$ cat config.mk
export PLATFORM = sky130hd
export DESIGN_NAME = driver_fault_status_flags
export DESIGN_NICKNAME = d
export VERILOG_FILES = /design/src/rtl/fault_status_pkg.sv /design/src/rtl/driver_fault_status_flags.sv /design/src/rtl/fault_filter.sv /design/src/rtl/level_sync.sv
export SDC_FILE = /design/constraint.sdc
export NUM_CORES = 1
export LEC_CHECK = 0
export BUFFER_PORTS_ARGS = -buffer_cell sky130_fd_sc_hd__buf_2
export CORE_MARGIN = 1
export CORE_UTILIZATION = 37
export DETAILED_ROUTE_END_ITERATION = 7
export GPL_TIMING_DRIVEN = 1
export PLACE_DENSITY = 0.51
export SLEW_MARGIN = 20
export SYNTH_ARGS = -nofsm -noshare
export SYNTH_HDL_FRONTEND = slang
export SYNTH_SLANG_ARGS = --single-unit
$ cat constraint.sdc
create_clock -name clk_sys -period 5.27 [get_ports clk_sys]
set_input_delay 0.2635 -clock clk_sys [delete_from_list [all_inputs] [get_ports clk_sys]]
set_output_delay 0.2635 -clock clk_sys [all_outputs]
set_load 0.005 [all_outputs]
$ cat src/rtl/fault_status_pkg.sv
// Constants, field positions and carriers for the fault status flags
package fault_status_pkg;
   localparam int CLK_MHZ = 250;

   // Least time in ns to whole clock cycles, rounded up, never below one
   function automatic int min_cyc(input int ns);
      int c;
      c = (ns * CLK_MHZ + 999) / 1000;
      return (c < 1) ? 1 : c;
   endfunction : min_cyc

   localparam int T_OVT_NS = 20000;
   localparam int T_TON_MAX_OFF_NS = 10000;
   localparam int T_AUTORESTART_NS = 1000000;
   localparam int T_BOOST_OVERVOLTAGE_FLAG_NS = 2000;
   localparam int T_BOOST_OVERVOLTAGE_FLAG_RST_NS = 2000;
   localparam int OVT_CYC = min_cyc(T_OVT_NS);
   localparam int TON_OFF_CYC = min_cyc(T_TON_MAX_OFF_NS);
   localparam int AUTORESTART_CYC = min_cyc(T_AUTORESTART_NS);
   localparam int OVP_SET_CYC = min_cyc(T_BOOST_OVERVOLTAGE_FLAG_NS);
   localparam int OVP_CLR_CYC = min_cyc(T_BOOST_OVERVOLTAGE_FLAG_RST_NS);

   localparam int REG_W = 24;
   localparam int B_OVT = 23;
   localparam int B_TW_HIGH = 22;
   localparam int B_TW_LOW = 21;
   localparam int B_A_MAX_ON = 20;
   localparam int B_B_MAX_ON = 19;
   localparam int B_CLK_FAIL = 18;
   localparam int B_SUPPLY = 17;
   localparam int B_WD_PROG_HI = 16;
   localparam int B_WD_PROG_LO = 15;
   localparam int B_WATCHDOG_FAILURE_FLAG = 14;
   localparam int B_B_SHORT_OFF = 11;
   localparam int B_A_LONG_OFF = 10;
   localparam int B_B_LONG_OFF = 9;
   localparam int B_NOT_REG = 8;
   localparam int B_OVP = 7;
   localparam int B_PARITY = 0;
   // All flags clear, odd parity bit set
   localparam logic [23:0] STATUS_RST = 24'h00_0001;
   localparam logic [1:0] WD_PROG_RST = 2'h0;

   // Comparator and monitor levels arriving from outside the logic clock
   typedef struct packed {
      logic b_temp_ge_tsd;
      logic b_temp_below_tsd_hys;
      logic b_temp_ge_tw2;
      logic b_temp_below_tw2_hys;
      logic b_temp_ge_tw1;
      logic b_temp_below_tw1_hys;
      logic a_cycle_end;
      logic a_at_max_on;
      logic b_cycle_end;
      logic b_at_max_on;
      logic dim_clk_slow;
      logic iface_supply_low;
      logic b_short_off;
      logic a_long_off;
      logic b_long_off;
      logic boost_below_target;
      logic fb_above_on;
      logic fb_below_off;
   } sense_t;

   // Actions on the converters
   typedef struct packed {
      logic buck_a_off;
      logic buck_b_off;
      logic fallback_dim_clk;
      logic limp_home_mode;
   } drive_t;
endpackage : fault_status_pkg

$ cat src/rtl/driver_fault_status_flags.sv
// Second fault status register: latched and live flags, converter actions
//
// What this block does
// - Buck B hot past filter time sets bit 23 and latches buck B off.
// - Clear of bit 23 succeeds only below hysteresis; then buck B may restart.
// - Bit 22 is live warning two for buck B, with hysteresis.
// - Bit 21 is live warning one for buck B, with hysteresis.
// - Bit 20 sets after two consecutive buck A cycles at maximum on-time.
// - Each max on-time event forces the buck off a while; flag stays latched.
// - In limp home, buck A max on-time flag auto-clears every restart period.
// - Bit 19 does the same for buck B, with the same forced-off interval, but has no limp home auto-clear.
// - Slow dimming clock sets bit 18 and selects the fallback clock.
// - External dimming clock returns only after clear with the clock healthy.
// - Bit 17 is live interface supply failure and forces limp home.
// - Bits 16 to 15 show watchdog progress, reset to 00.
// - Watchdog failure in active mode sets bit 14 and forces limp home.
// - Bit 11 is live buck B off-time below minimum.
// - Bit 10 is live buck A off-time at or above maximum.
// - Bit 9 is live buck B off-time at or above maximum.
// - Bit 8 reads 1 while the boost output is under its regulation level.
// - Bit 7 boost overvoltage uses set and clear filters; blocked by disable.
// - Bit 7 never newly sets while the boost feedback fault is present; a set bit stays until its clear filter.
// - Bit 0 is odd parity over the register.
`timescale 1ns/1ps
module driver_fault_status_flags
   import fault_status_pkg::*;
#(
   parameter int OVT_FILT_CYC = OVT_CYC,
   parameter int MAX_ON_OFF_CYC = TON_OFF_CYC,
   parameter int RESTART_CYC = AUTORESTART_CYC,
   parameter int OVP_SET_FILT_CYC = OVP_SET_CYC,
   parameter int OVP_CLR_FILT_CYC = OVP_CLR_CYC
) (
   input wire logic clk_sys, // Logic clock, 250 MHz
   input wire logic rst_n, // Async reset, active low
   input wire logic clk_en, // Freezes all state while low
   input wire sense_t sense, // Comparator levels from the pins
   input wire logic boost_disable, // Boost switched off by control
   input wire logic boost_feedback_fault, // Boost feedback pin fault
   input wire logic active_mode, // Device in active mode
   input wire logic watchdog_expired, // Watchdog timeout pulse
   input wire logic [1:0] watchdog_progress_in, // Watchdog timer fraction
   input wire logic rc_strobe, // Read-and-clear of this register
   output logic [REG_W-1:0] status, // Register contents with parity
   output drive_t drive // Converter actions
);
   localparam int OFF_W = $clog2(MAX_ON_OFF_CYC + 1);
   localparam int AR_W = $clog2(RESTART_CYC + 1);

   typedef struct packed {
      logic a_end_prev;
      logic b_end_prev;
      logic a_max_prev;
      logic b_max_prev;
      logic [OFF_W-1:0] a_off_cnt;
      logic [OFF_W-1:0] b_off_cnt;
      logic [AR_W-1:0] ar_cnt;
      logic ovt;
      logic tw_high;
      logic tw_low;
      logic a_max;
      logic b_max;
      logic clk_fail;
      logic watchdog_failure_flag;
      logic [REG_W-1:0] status;
      drive_t drive;
   } flag_state_t;

   flag_state_t cur_q;
   flag_state_t nxt_d;
   sense_t s;
   logic [$bits(sense_t)-1:0] s_raw;
   logic ovt_lvl;
   logic ovp_lvl;
   logic a_end;
   logic b_end;
   logic a_evt;
   logic b_evt;
   logic ar_tick;
   logic wd_evt;

   if (OVT_FILT_CYC < 1 || MAX_ON_OFF_CYC < 1
       || RESTART_CYC < 1) begin : g_chk
      $error("driver_fault_status_flags: counts must be at least 1");
   end

   // Sticky flag; a set in the clearing cycle wins
   function automatic logic latch(input logic q, input logic set,
                                  input logic clr);
      return set | (q & ~clr);
   endfunction : latch

   // Live flag with hysteresis band
   function automatic logic hyst(input logic q, input logic above,
                                 input logic below);
      return above | (q & ~below);
   endfunction : hyst

   level_sync #(
      .W($bits(sense_t))
   ) u_sync (
      .clk_sys(clk_sys),
      .rst_n(rst_n),
      .clk_en(clk_en),
      .din(sense),
      .dout(s_raw)
   );

   assign s = sense_t'(s_raw);

   fault_filter #(
      .SET_CYC(OVT_FILT_CYC),
      .CLR_CYC(1)
   ) u_ovt_filt (
      .clk_sys(clk_sys),
      .rst_n(rst_n),
      .clk_en(clk_en),
      .set_cond(s.b_temp_ge_tsd),
      .clr_cond(~s.b_temp_ge_tsd),
      .block(1'b0),
      .level(ovt_lvl)
   );

   // Filter blocks new sets only; a set flag still clears by its own filter
   fault_filter #(
      .SET_CYC(OVP_SET_FILT_CYC),
      .CLR_CYC(OVP_CLR_FILT_CYC)
   ) u_ovp_filt (
      .clk_sys(clk_sys),
      .rst_n(rst_n),
      .clk_en(clk_en),
      .set_cond(s.fb_above_on),
      .clr_cond(s.fb_below_off),
      .block(boost_disable | boost_feedback_fault),
      .level(ovp_lvl)
   );

   // Cycle ends come from the second sync flop, so edge detect is safe
   assign a_end = s.a_cycle_end & ~cur_q.a_end_prev;
   assign b_end = s.b_cycle_end & ~cur_q.b_end_prev;
   assign a_evt = a_end & s.a_at_max_on & cur_q.a_max_prev;
   assign b_evt = b_end & s.b_at_max_on & cur_q.b_max_prev;
   assign ar_tick = cur_q.drive.limp_home_mode
                    & (cur_q.ar_cnt == '0);
   assign wd_evt = watchdog_expired & active_mode;

   always_comb begin
      logic limp;
      logic [REG_W-1:0] w;
      limp = 1'b0;
      w = '0;
      nxt_d = cur_q;
      if (clk_en) begin
         nxt_d.a_end_prev = s.a_cycle_end;
         nxt_d.b_end_prev = s.b_cycle_end;
         // Pair of maximum cycles is consumed by the event it raises
         if (a_end) begin
            nxt_d.a_max_prev = s.a_at_max_on & ~cur_q.a_max_prev;
         end
         if (b_end) begin
            nxt_d.b_max_prev = s.b_at_max_on & ~cur_q.b_max_prev;
         end
         if (a_evt) begin
            nxt_d.a_off_cnt = OFF_W'(MAX_ON_OFF_CYC);
         end else if (cur_q.a_off_cnt != '0) begin
            nxt_d.a_off_cnt = cur_q.a_off_cnt - OFF_W'(1);
         end
         if (b_evt) begin
            nxt_d.b_off_cnt = OFF_W'(MAX_ON_OFF_CYC);
         end else if (cur_q.b_off_cnt != '0) begin
            nxt_d.b_off_cnt = cur_q.b_off_cnt - OFF_W'(1);
         end

         nxt_d.ovt = latch(cur_q.ovt, ovt_lvl,
                           rc_strobe & s.b_temp_below_tsd_hys);
         nxt_d.tw_high = hyst(cur_q.tw_high, s.b_temp_ge_tw2,
                              s.b_temp_below_tw2_hys);
         nxt_d.tw_low = hyst(cur_q.tw_low, s.b_temp_ge_tw1,
                             s.b_temp_below_tw1_hys);
         nxt_d.a_max = latch(cur_q.a_max, a_evt,
                             rc_strobe | ar_tick);
         nxt_d.b_max = latch(cur_q.b_max, b_evt, rc_strobe);
         nxt_d.clk_fail = latch(cur_q.clk_fail, s.dim_clk_slow,
                                rc_strobe & ~s.dim_clk_slow);
         nxt_d.watchdog_failure_flag = latch(cur_q.watchdog_failure_flag, wd_evt, rc_strobe);
         limp = s.iface_supply_low | nxt_d.watchdog_failure_flag;

         // Restart period runs only while in limp home
         if (!limp || ar_tick) begin
            nxt_d.ar_cnt = AR_W'(RESTART_CYC - 1);
         end else begin
            nxt_d.ar_cnt = cur_q.ar_cnt - AR_W'(1);
         end

         w[B_OVT] = nxt_d.ovt;
         w[B_TW_HIGH] = nxt_d.tw_high;
         w[B_TW_LOW] = nxt_d.tw_low;
         w[B_A_MAX_ON] = nxt_d.a_max;
         w[B_B_MAX_ON] = nxt_d.b_max;
         w[B_CLK_FAIL] = nxt_d.clk_fail;
         w[B_SUPPLY] = s.iface_supply_low;
         w[B_WD_PROG_HI:B_WD_PROG_LO] = watchdog_progress_in;
         w[B_WATCHDOG_FAILURE_FLAG] = nxt_d.watchdog_failure_flag;
         w[B_B_SHORT_OFF] = s.b_short_off;
         w[B_A_LONG_OFF] = s.a_long_off;
         w[B_B_LONG_OFF] = s.b_long_off;
         w[B_NOT_REG] = s.boost_below_target;
         w[B_OVP] = ovp_lvl;
         w[B_PARITY] = ~^w[REG_W-1:1];
         nxt_d.status = w;

         nxt_d.drive.buck_a_off = (nxt_d.a_off_cnt != '0);
         nxt_d.drive.buck_b_off = nxt_d.ovt
                                  | (nxt_d.b_off_cnt != '0);
         nxt_d.drive.fallback_dim_clk = nxt_d.clk_fail;
         nxt_d.drive.limp_home_mode = limp;
      end
   end

   always_ff @(posedge clk_sys or negedge rst_n) begin
      if (!rst_n) begin
         cur_q <= '0;
         cur_q.ar_cnt <= AR_W'(RESTART_CYC - 1);
         cur_q.status <= STATUS_RST;
      end else begin
         cur_q <= nxt_d;
      end
   end

   assign status = cur_q.status;
   assign drive = cur_q.drive;
endmodule : driver_fault_status_flags

$ cat src/rtl/fault_filter.sv
// Set and clear time filter for one fault level
`timescale 1ns/1ps
module fault_filter #(
   parameter int SET_CYC = 1,
   parameter int CLR_CYC = 1
) (
   input wire logic clk_sys, // Logic clock
   input wire logic rst_n, // Async reset, active low
   input wire logic clk_en, // Freezes state while low
   input wire logic set_cond, // Condition that sets after SET_CYC
   input wire logic clr_cond, // Condition that clears after CLR_CYC
   input wire logic block, // Holds off any new set
   output logic level // Filtered fault level, from a flop
);
   typedef struct packed {
      logic [31:0] cnt;
      logic lvl;
   } filt_state_t;

   filt_state_t cur_q;
   filt_state_t nxt_d;

   if (SET_CYC < 1 || CLR_CYC < 1) begin : g_chk
      $error("fault_filter: filter counts must be at least 1");
   end

   always_comb begin
      nxt_d = cur_q;
      if (clk_en) begin
         if (!cur_q.lvl) begin
            if (set_cond && !block) begin
               if (cur_q.cnt == 32'(SET_CYC - 1)) begin
                  nxt_d.lvl = 1'b1;
                  nxt_d.cnt = '0;
               end else begin
                  nxt_d.cnt = cur_q.cnt + 32'h0000_0001;
               end
            end else begin
               nxt_d.cnt = '0;
            end
         end else begin
            if (clr_cond) begin
               if (cur_q.cnt == 32'(CLR_CYC - 1)) begin
                  nxt_d.lvl = 1'b0;
                  nxt_d.cnt = '0;
               end else begin
                  nxt_d.cnt = cur_q.cnt + 32'h0000_0001;
               end
            end else begin
               nxt_d.cnt = '0;
            end
         end
      end
   end

   always_ff @(posedge clk_sys or negedge rst_n) begin
      if (!rst_n) begin
         cur_q <= '0;
      end else begin
         cur_q <= nxt_d;
      end
   end

   assign level = cur_q.lvl;
endmodule : fault_filter

$ cat src/rtl/level_sync.sv
// Two-flop synchroniser for a vector of independent levels
`timescale 1ns/1ps
module level_sync #(
   parameter int W = 1
) (
   input wire logic clk_sys, // Logic clock
   input wire logic rst_n, // Async reset, active low
   input wire logic clk_en, // Freezes state while low
   input wire logic [W-1:0] din, // Asynchronous levels
   output logic [W-1:0] dout // Synchronised levels
);
   typedef struct packed {
      logic [W-1:0] meta;
      logic [W-1:0] safe;
   } sync_state_t;

   sync_state_t cur_q;
   sync_state_t nxt_d;

   if (W < 1) begin : g_chk
      $error("level_sync: W must be at least 1");
   end

   always_comb begin
      nxt_d = cur_q;
      if (clk_en) begin
         nxt_d.meta = din;
         nxt_d.safe = cur_q.meta;
      end
   end

   always_ff @(posedge clk_sys or negedge rst_n) begin
      if (!rst_n) begin
         cur_q <= '0;
      end else begin
         cur_q <= nxt_d;
      end
   end

   assign dout = cur_q.safe;
endmodule : level_sync

* Word level (Yosys, flattened, before mapping) *
Cells that the tools add are included.
Widths: inputs -> output; s select.

word-level totals
  logic and storage cells = 109
  register bits after elaboration = 174
  output and inout port bits = 28

operators by class
  equality and inequality tests = 2
  add/sub/neg operators = 5
  bitwise operators = 41
  muxes and demuxes = 24
  reduce and logical (&&, ||, !) cells = 13

operators with widths
  kind                   number
  $mux 32                7
  $mux 12                6
  $mux 33                2
  $add 32x1->32 const B  2
  $reduce_bool 12->1     4
  $eq 32x13->1 const B   1
  $eq 32x9->1 const B    1
  $logic_not 32->1       1
  $sub 12x1->12 const B  2
  $reduce_xnor 23->1     1
  $and 1x1->1            19
  $logic_not 18->1       1
  $mux 18                1
  $sub 18x1->18 const B  1
  $not 1->1              11
  $or 1x1->1             11
  $mux 1                 8
  $reduce_and 2->1       2
  $logic_not 1->1        2
  $logic_and 1x1->1      1
  $logic_or 1x1->1       1

* Logic depth before layout (Yosys ltp) *
  depth in word-level cells = 8
  gate-level depth with buffers = 9
  mapped depth without buffers = 8

* Cells and area by module *
From an unflattened synthesis, not the netlist that was laid out.

second synthesis, totals
  cells, all modules = 936
  area total of the unflattened synthesis = 9404.0 µm²

by module, submodules not included
  module                      area an instance (µm²)  cells each  instances
  driver_fault_status_flags   4000.1                  445         1
  fault_filter at u_ovt_filt  1925.6                  204         1
  fault_filter at u_ovp_filt  1853.0                  193         1
  level_sync                  1625.3                  94          1

* Least setup slack after synthesis *
Ideal clock, no wire load.

  path kind = register -> register
  start = reg cur_q[65] in the netlist's numbering
  end = reg cur_q, in the netlist drive[3]
  library setup time = 0.126 ns
  cell stages (with the launch flop) = 8
  data required time = 5.144 ns
  buffers on the path = 0
  setup slack = 2.877 ns
  data arrival time = 2.267 ns
  clock period less this slack = 2.393 ns
  cell sequence = dfrtp_1 > inv_1 > ha_1 > or4b_1 > nor3_4 > nor2_2 > or4_1 > o32a_1

between the ends
  cells in the longest elaborated chain, start to end = 5
  elaborated cells on any way between the ends = 6
  those cells by class = 1 x add/sub; 3 x mux; 2 x reduce/logical

RTL lines
  item                                                        line                                                                source
  start: declaration                                          driver_fault_status_flags.sv:69                                     flag_state_t cur_q;
  start signal: assignment                                    driver_fault_status_flags.sv:226                                    cur_q <= nxt_d;
  $sub 12x1->12 / $reduce_bool 12->1 (equally long branches)  driver_fault_status_flags.sv:166, driver_fault_status_flags.sv:165
  $mux 12 (*)                                                 driver_fault_status_flags.sv:165                                    end else if (cur_q.a_off_cnt != '0) begin
  $mux 12 (*)                                                 driver_fault_status_flags.sv:163                                    if (a_evt) begin
  $mux 12 (*)                                                 driver_fault_status_flags.sv:153                                    if (clk_en) begin
  $reduce_bool 12->1 (*)                                      driver_fault_status_flags.sv:212                                    nxt_d.drive.buck_a_off = (nxt_d.a_off_cnt != '0);

Mark *: on every way between the ends. The rest lies on a longest branch, timed or not. The select of a mux whose other input is x is not followed.
A chain may end at the register's enable or synchronous reset.

* Worst setup path in the final report *
  start = reg u_ovp_filt.cur_q[4] in the netlist's numbering
  end = reg u_ovp_filt.cur_q[8] in the netlist's numbering

between the ends
  cells in the longest elaborated chain, start to end = 4
  elaborated cells on any way between the ends = 6
  those cells by class = 1 x add/sub; 1 x eq/ne; 4 x mux

RTL lines
  item                                                 line                                    source
  start: declaration                                   fault_filter.sv:20                      filt_state_t cur_q;
  start signal: assignment                             fault_filter.sv:60                      cur_q <= nxt_d;
  $add 32x1->32 / $eq 32x9->1 (equally long branches)  n/a
  $mux 32 (*)                                          fault_filter.sv:32, fault_filter.sv:43
  $mux 32 (on tied branches)                           fault_filter.sv:31, fault_filter.sv:42
  $mux 33 (*)                                          fault_filter.sv:30                      if (!cur_q.lvl) begin

Mark *: on every way between the ends. The rest lies on a longest branch, timed or not.

==> results.txt <==
PortBufs: 47
vias in the first global route: 5966
HP Start: sense[3]
PD cells: 376 mW/mm^2
Slew HR: 0.352
Pre-Repair DR Iteration Count: 4
max incr delay on CP: 0.85 ns
Net Sw Power: 1.13 mW
core area: 0.0227 sq mm
R2R cell count: 6
FMAX: 346 MHz
Yosys top cell area share: 0.454
post-route ant nets: 0
sw frac: 0.315
DR DRC count: 0
post-synthesis register bit count: 167
max cap viols: 0
pre-CTS setup slack: 2.35 ns
initial antenna violation count: 2
Via density: 5.16
Worst-path clk slew: 0.08 ns
final period utilization: 0.548
layout cells sized above 1: 0.164
reg2reg end: u_ovp_filt.cur_q[8]
top post-synthesis cells by area: dfrtp_1, mux2_2, nor2_1
hold endpoint: u_sync.cur_q[21]
first-pass GRT wire length: 30200 um
Total GRT Usage: 0.157
Int Power: 2.46 mW
full die area: 0.0238 sq mm
largest net degree at the start of global routing: 91
Overflow after GRT: 0
Synth cell types: 59
Fin Setup TNS: 0 ns
Max clock buf depth: 2
I/O Pins: 56
Clock Latency Late Sink: 0.43 ns
TritonCTS buffer count: 17
routed length per instance: 14.8 um
Worst EP arrival: 3.21 ns
area of the multi-input gates: 0.00404 sq mm
reg2reg start: u_ovp_filt.cur_q[4]
worst-path cell with the longest stage delay: and2_1
critical-path maximum fanout: 26
CTS Sinks: 167
post-layout minimum cycle time: 2.89 ns
CP Class: register to register
synth-to-layout area growth: 11.3%
htree depth: 4
EDFF count, synth: 0
synth warn: 0
hpwl dp: 11800 um
FF/Latch Area: 0.00419 sq mm
setup violators final: 0
DRT iter0 DRCs: 408
nets: 934
slew at the pin closest to its max-slew limit: 0.972 ns
Mean Syn Cell Area: 9.81 sq um
unrepaired setup endpoints after global routing: false
critical path capture point type: register
initial core utilization: 0.379
run status: finished clean
clock root cell: clkbuf_16
CTS resizes: 0
Fin. Hold Viols: 0
Hold Path Class: primary input to register
worst-path cell chain: nor4_1, nand4_1, o31ai_1, and2_1, o22ai_1, a21o_1
Hold Path Depth: 2
die width: 154 um
Seq/Total Area, Yosys: 0.488
clock network power share: 0.359
Reg2Reg Setup Slack: 2.38 ns
Final Skew: 0.0122 ns
post-route worst setup slack: 2.38 ns
Vias: 6166
worst vdd ir: 0.200 mV
Reg power frac: 0.458
Buf/Inv on CP: 0
Mapped Area: 0.00860 sq mm
Max Transition Viols Final: 0
Synth Flop Type: dfrtp_1
Post-Syn Instances: 876
crit-path leading delay family: simple AND/OR/NAND/NOR gates
area leader, netlist: dfrtp_1
startpoint types: register
final wirelength: 17700 um
GPL Wtd Cong: 0.764
combinational power share: 0.184
CTS tree: done
P_leak: 4.08 nW
die height: 154 um
cell row count: 55
Worst Path Required: 5.59 ns
# fillers: 2262
fraction of registers with async set/reset: 1.00
## placed cells by master, fill, tap and decap left out, types with 9 or more instances in the layout
master / n
dfrtp_1: 156
nor2_1: 110
nand2_1: 84
mux2_2: 49
buf_2: 45
o21ai_0: 43
nand3_1: 41
xor2_1: 38
xnor2_1: 35
nor4_1: 26
nor3_1: 26
a21oi_1: 24
inv_1: 19
clkbuf_16: 17
nand4_1: 14
a22o_1: 14
and3_1: 13
dfstp_2: 11
nor2b_1: 10
or3_1: 9
ha_1: 9
## power by group through the flow
| stage | registers, mW | logic (mW) | clock network (mW) |
|---|---|---|---|
| 2_1_floorplan | 1.61 | 0.551 | 0 |
| 3_3_place_gp | 1.67 | 0.656 | 0 |
| 3_5_place_dp | 1.67 | 0.665 | 0 |
| 4_1_cts | 1.64 | 0.669 | 1.33 |
| 5_1_grt | 1.68 | 0.751 | 1.40 |
| 6_report | 1.65 | 0.661 | 1.29 |
## synth_stat cells (all sizes together), types with 6 or more instances
cell type,n
xnor2,35
and3,13
nand4,14
or3,10
nand2,84
inv,19
xor2,38
o21ai,43
nand3,41
nor2,111
a21oi,24
nor2b,10
nor4,28
mux2,49
dfrtp,156
o31ai,6
mux2i,6
clkbuf,26
a22o,14
nor3,27
ha,9
dfstp,11
buf,30
## how the worst max path moves through the flow
stage,start,end,cells past startpoint
after detailed placement,u_ovp_filt.cur_q[4],u_ovp_filt.cur_q[8],6
after global routing,u_ovp_filt.cur_q[1],u_ovp_filt.cur_q[8],7
after global placement,u_ovp_filt.cur_q[4],u_ovp_filt.cur_q[8],6
after CTS,u_ovp_filt.cur_q[4],u_ovp_filt.cur_q[8],6
final,u_ovp_filt.cur_q[4],u_ovp_filt.cur_q[8],6
after floorplan,cur_q[65],drive[3],7
## cell families after synthesis
family	share of synthesized area
flip-flops	0.488
XOR/XNOR	0.0770
other	0.000436
multiplexers	0.0712
buffers and inverters	0.0453
AO/OA/AOI/OAI	0.0863
adder cells (fa/ha/maj)	0.0131
AND/OR/NAND/NOR	0.219
## cell type report
cell class	count	share of cell area
flip-flops and latches	167	0.438
multi-input cells	641	0.422
clock buffers	17	0.0444
well taps	285	0.0373
repair buffers	51	0.0289
clock inverters	15	0.0214
inverters	19	0.00745
diodes	1	0.000261
## metrics by stage
| step | instance area [sq um] | hold slack [ns] | std cells | utilization | total power, mW |
|---|---|---|---|---|---|
| floorplan | 8620 | -0.0321 | 883 | - | 2.16 |
| global placement | 8930 | 0.408 | 1162 | 0.393 | 2.32 |
| detailed placement | 8930 | 0.411 | 1162 | 0.393 | 2.33 |
| CTS | 9570 | 0.0415 | 1195 | 0.421 | 3.65 |
| global route | 9570 | 0.0335 | 1196 | 0.421 | 3.82 |
| finish | 9570 | 0.0615 | 1196 | 0.421 | 3.60 |
## timing repair
| action | in CTS | in global routing |
|---|---|---|
| buffers inserted | 0 | 0 |
| endpoints found under the hold margin | 82 | 0 |
| hold buffers | 1 | 0 |
## per-layer routing
layer | wire length (um) | vias to the layer above | GRT usage
met1 | 9040 | 2973 | 0.220
met3 | 593 | 9 | 0.0403
met2 | 7900 | 82 | 0.242
li1 | - | 3100 | -
met5 | 8 | - | 0
met4 | 104 | 2 | 0.0363
## registers in the layout, summed over array words and instances (netlist names)
| signal | count |
|---|---|
| u_sync.cur_q | 18 |
| u_ovt_filt.cur_q | 32 |
| u_ovt_filt.level | 1 |
| u_ovp_filt.level | 1 |
| u_ovp_filt.cur_q | 32 |
| drive | 3 |
| status | 15 |
| cur_q | 47 |
| u_sync.dout | 18 |
No activity file was read; power rests on OpenSTA's default activity.
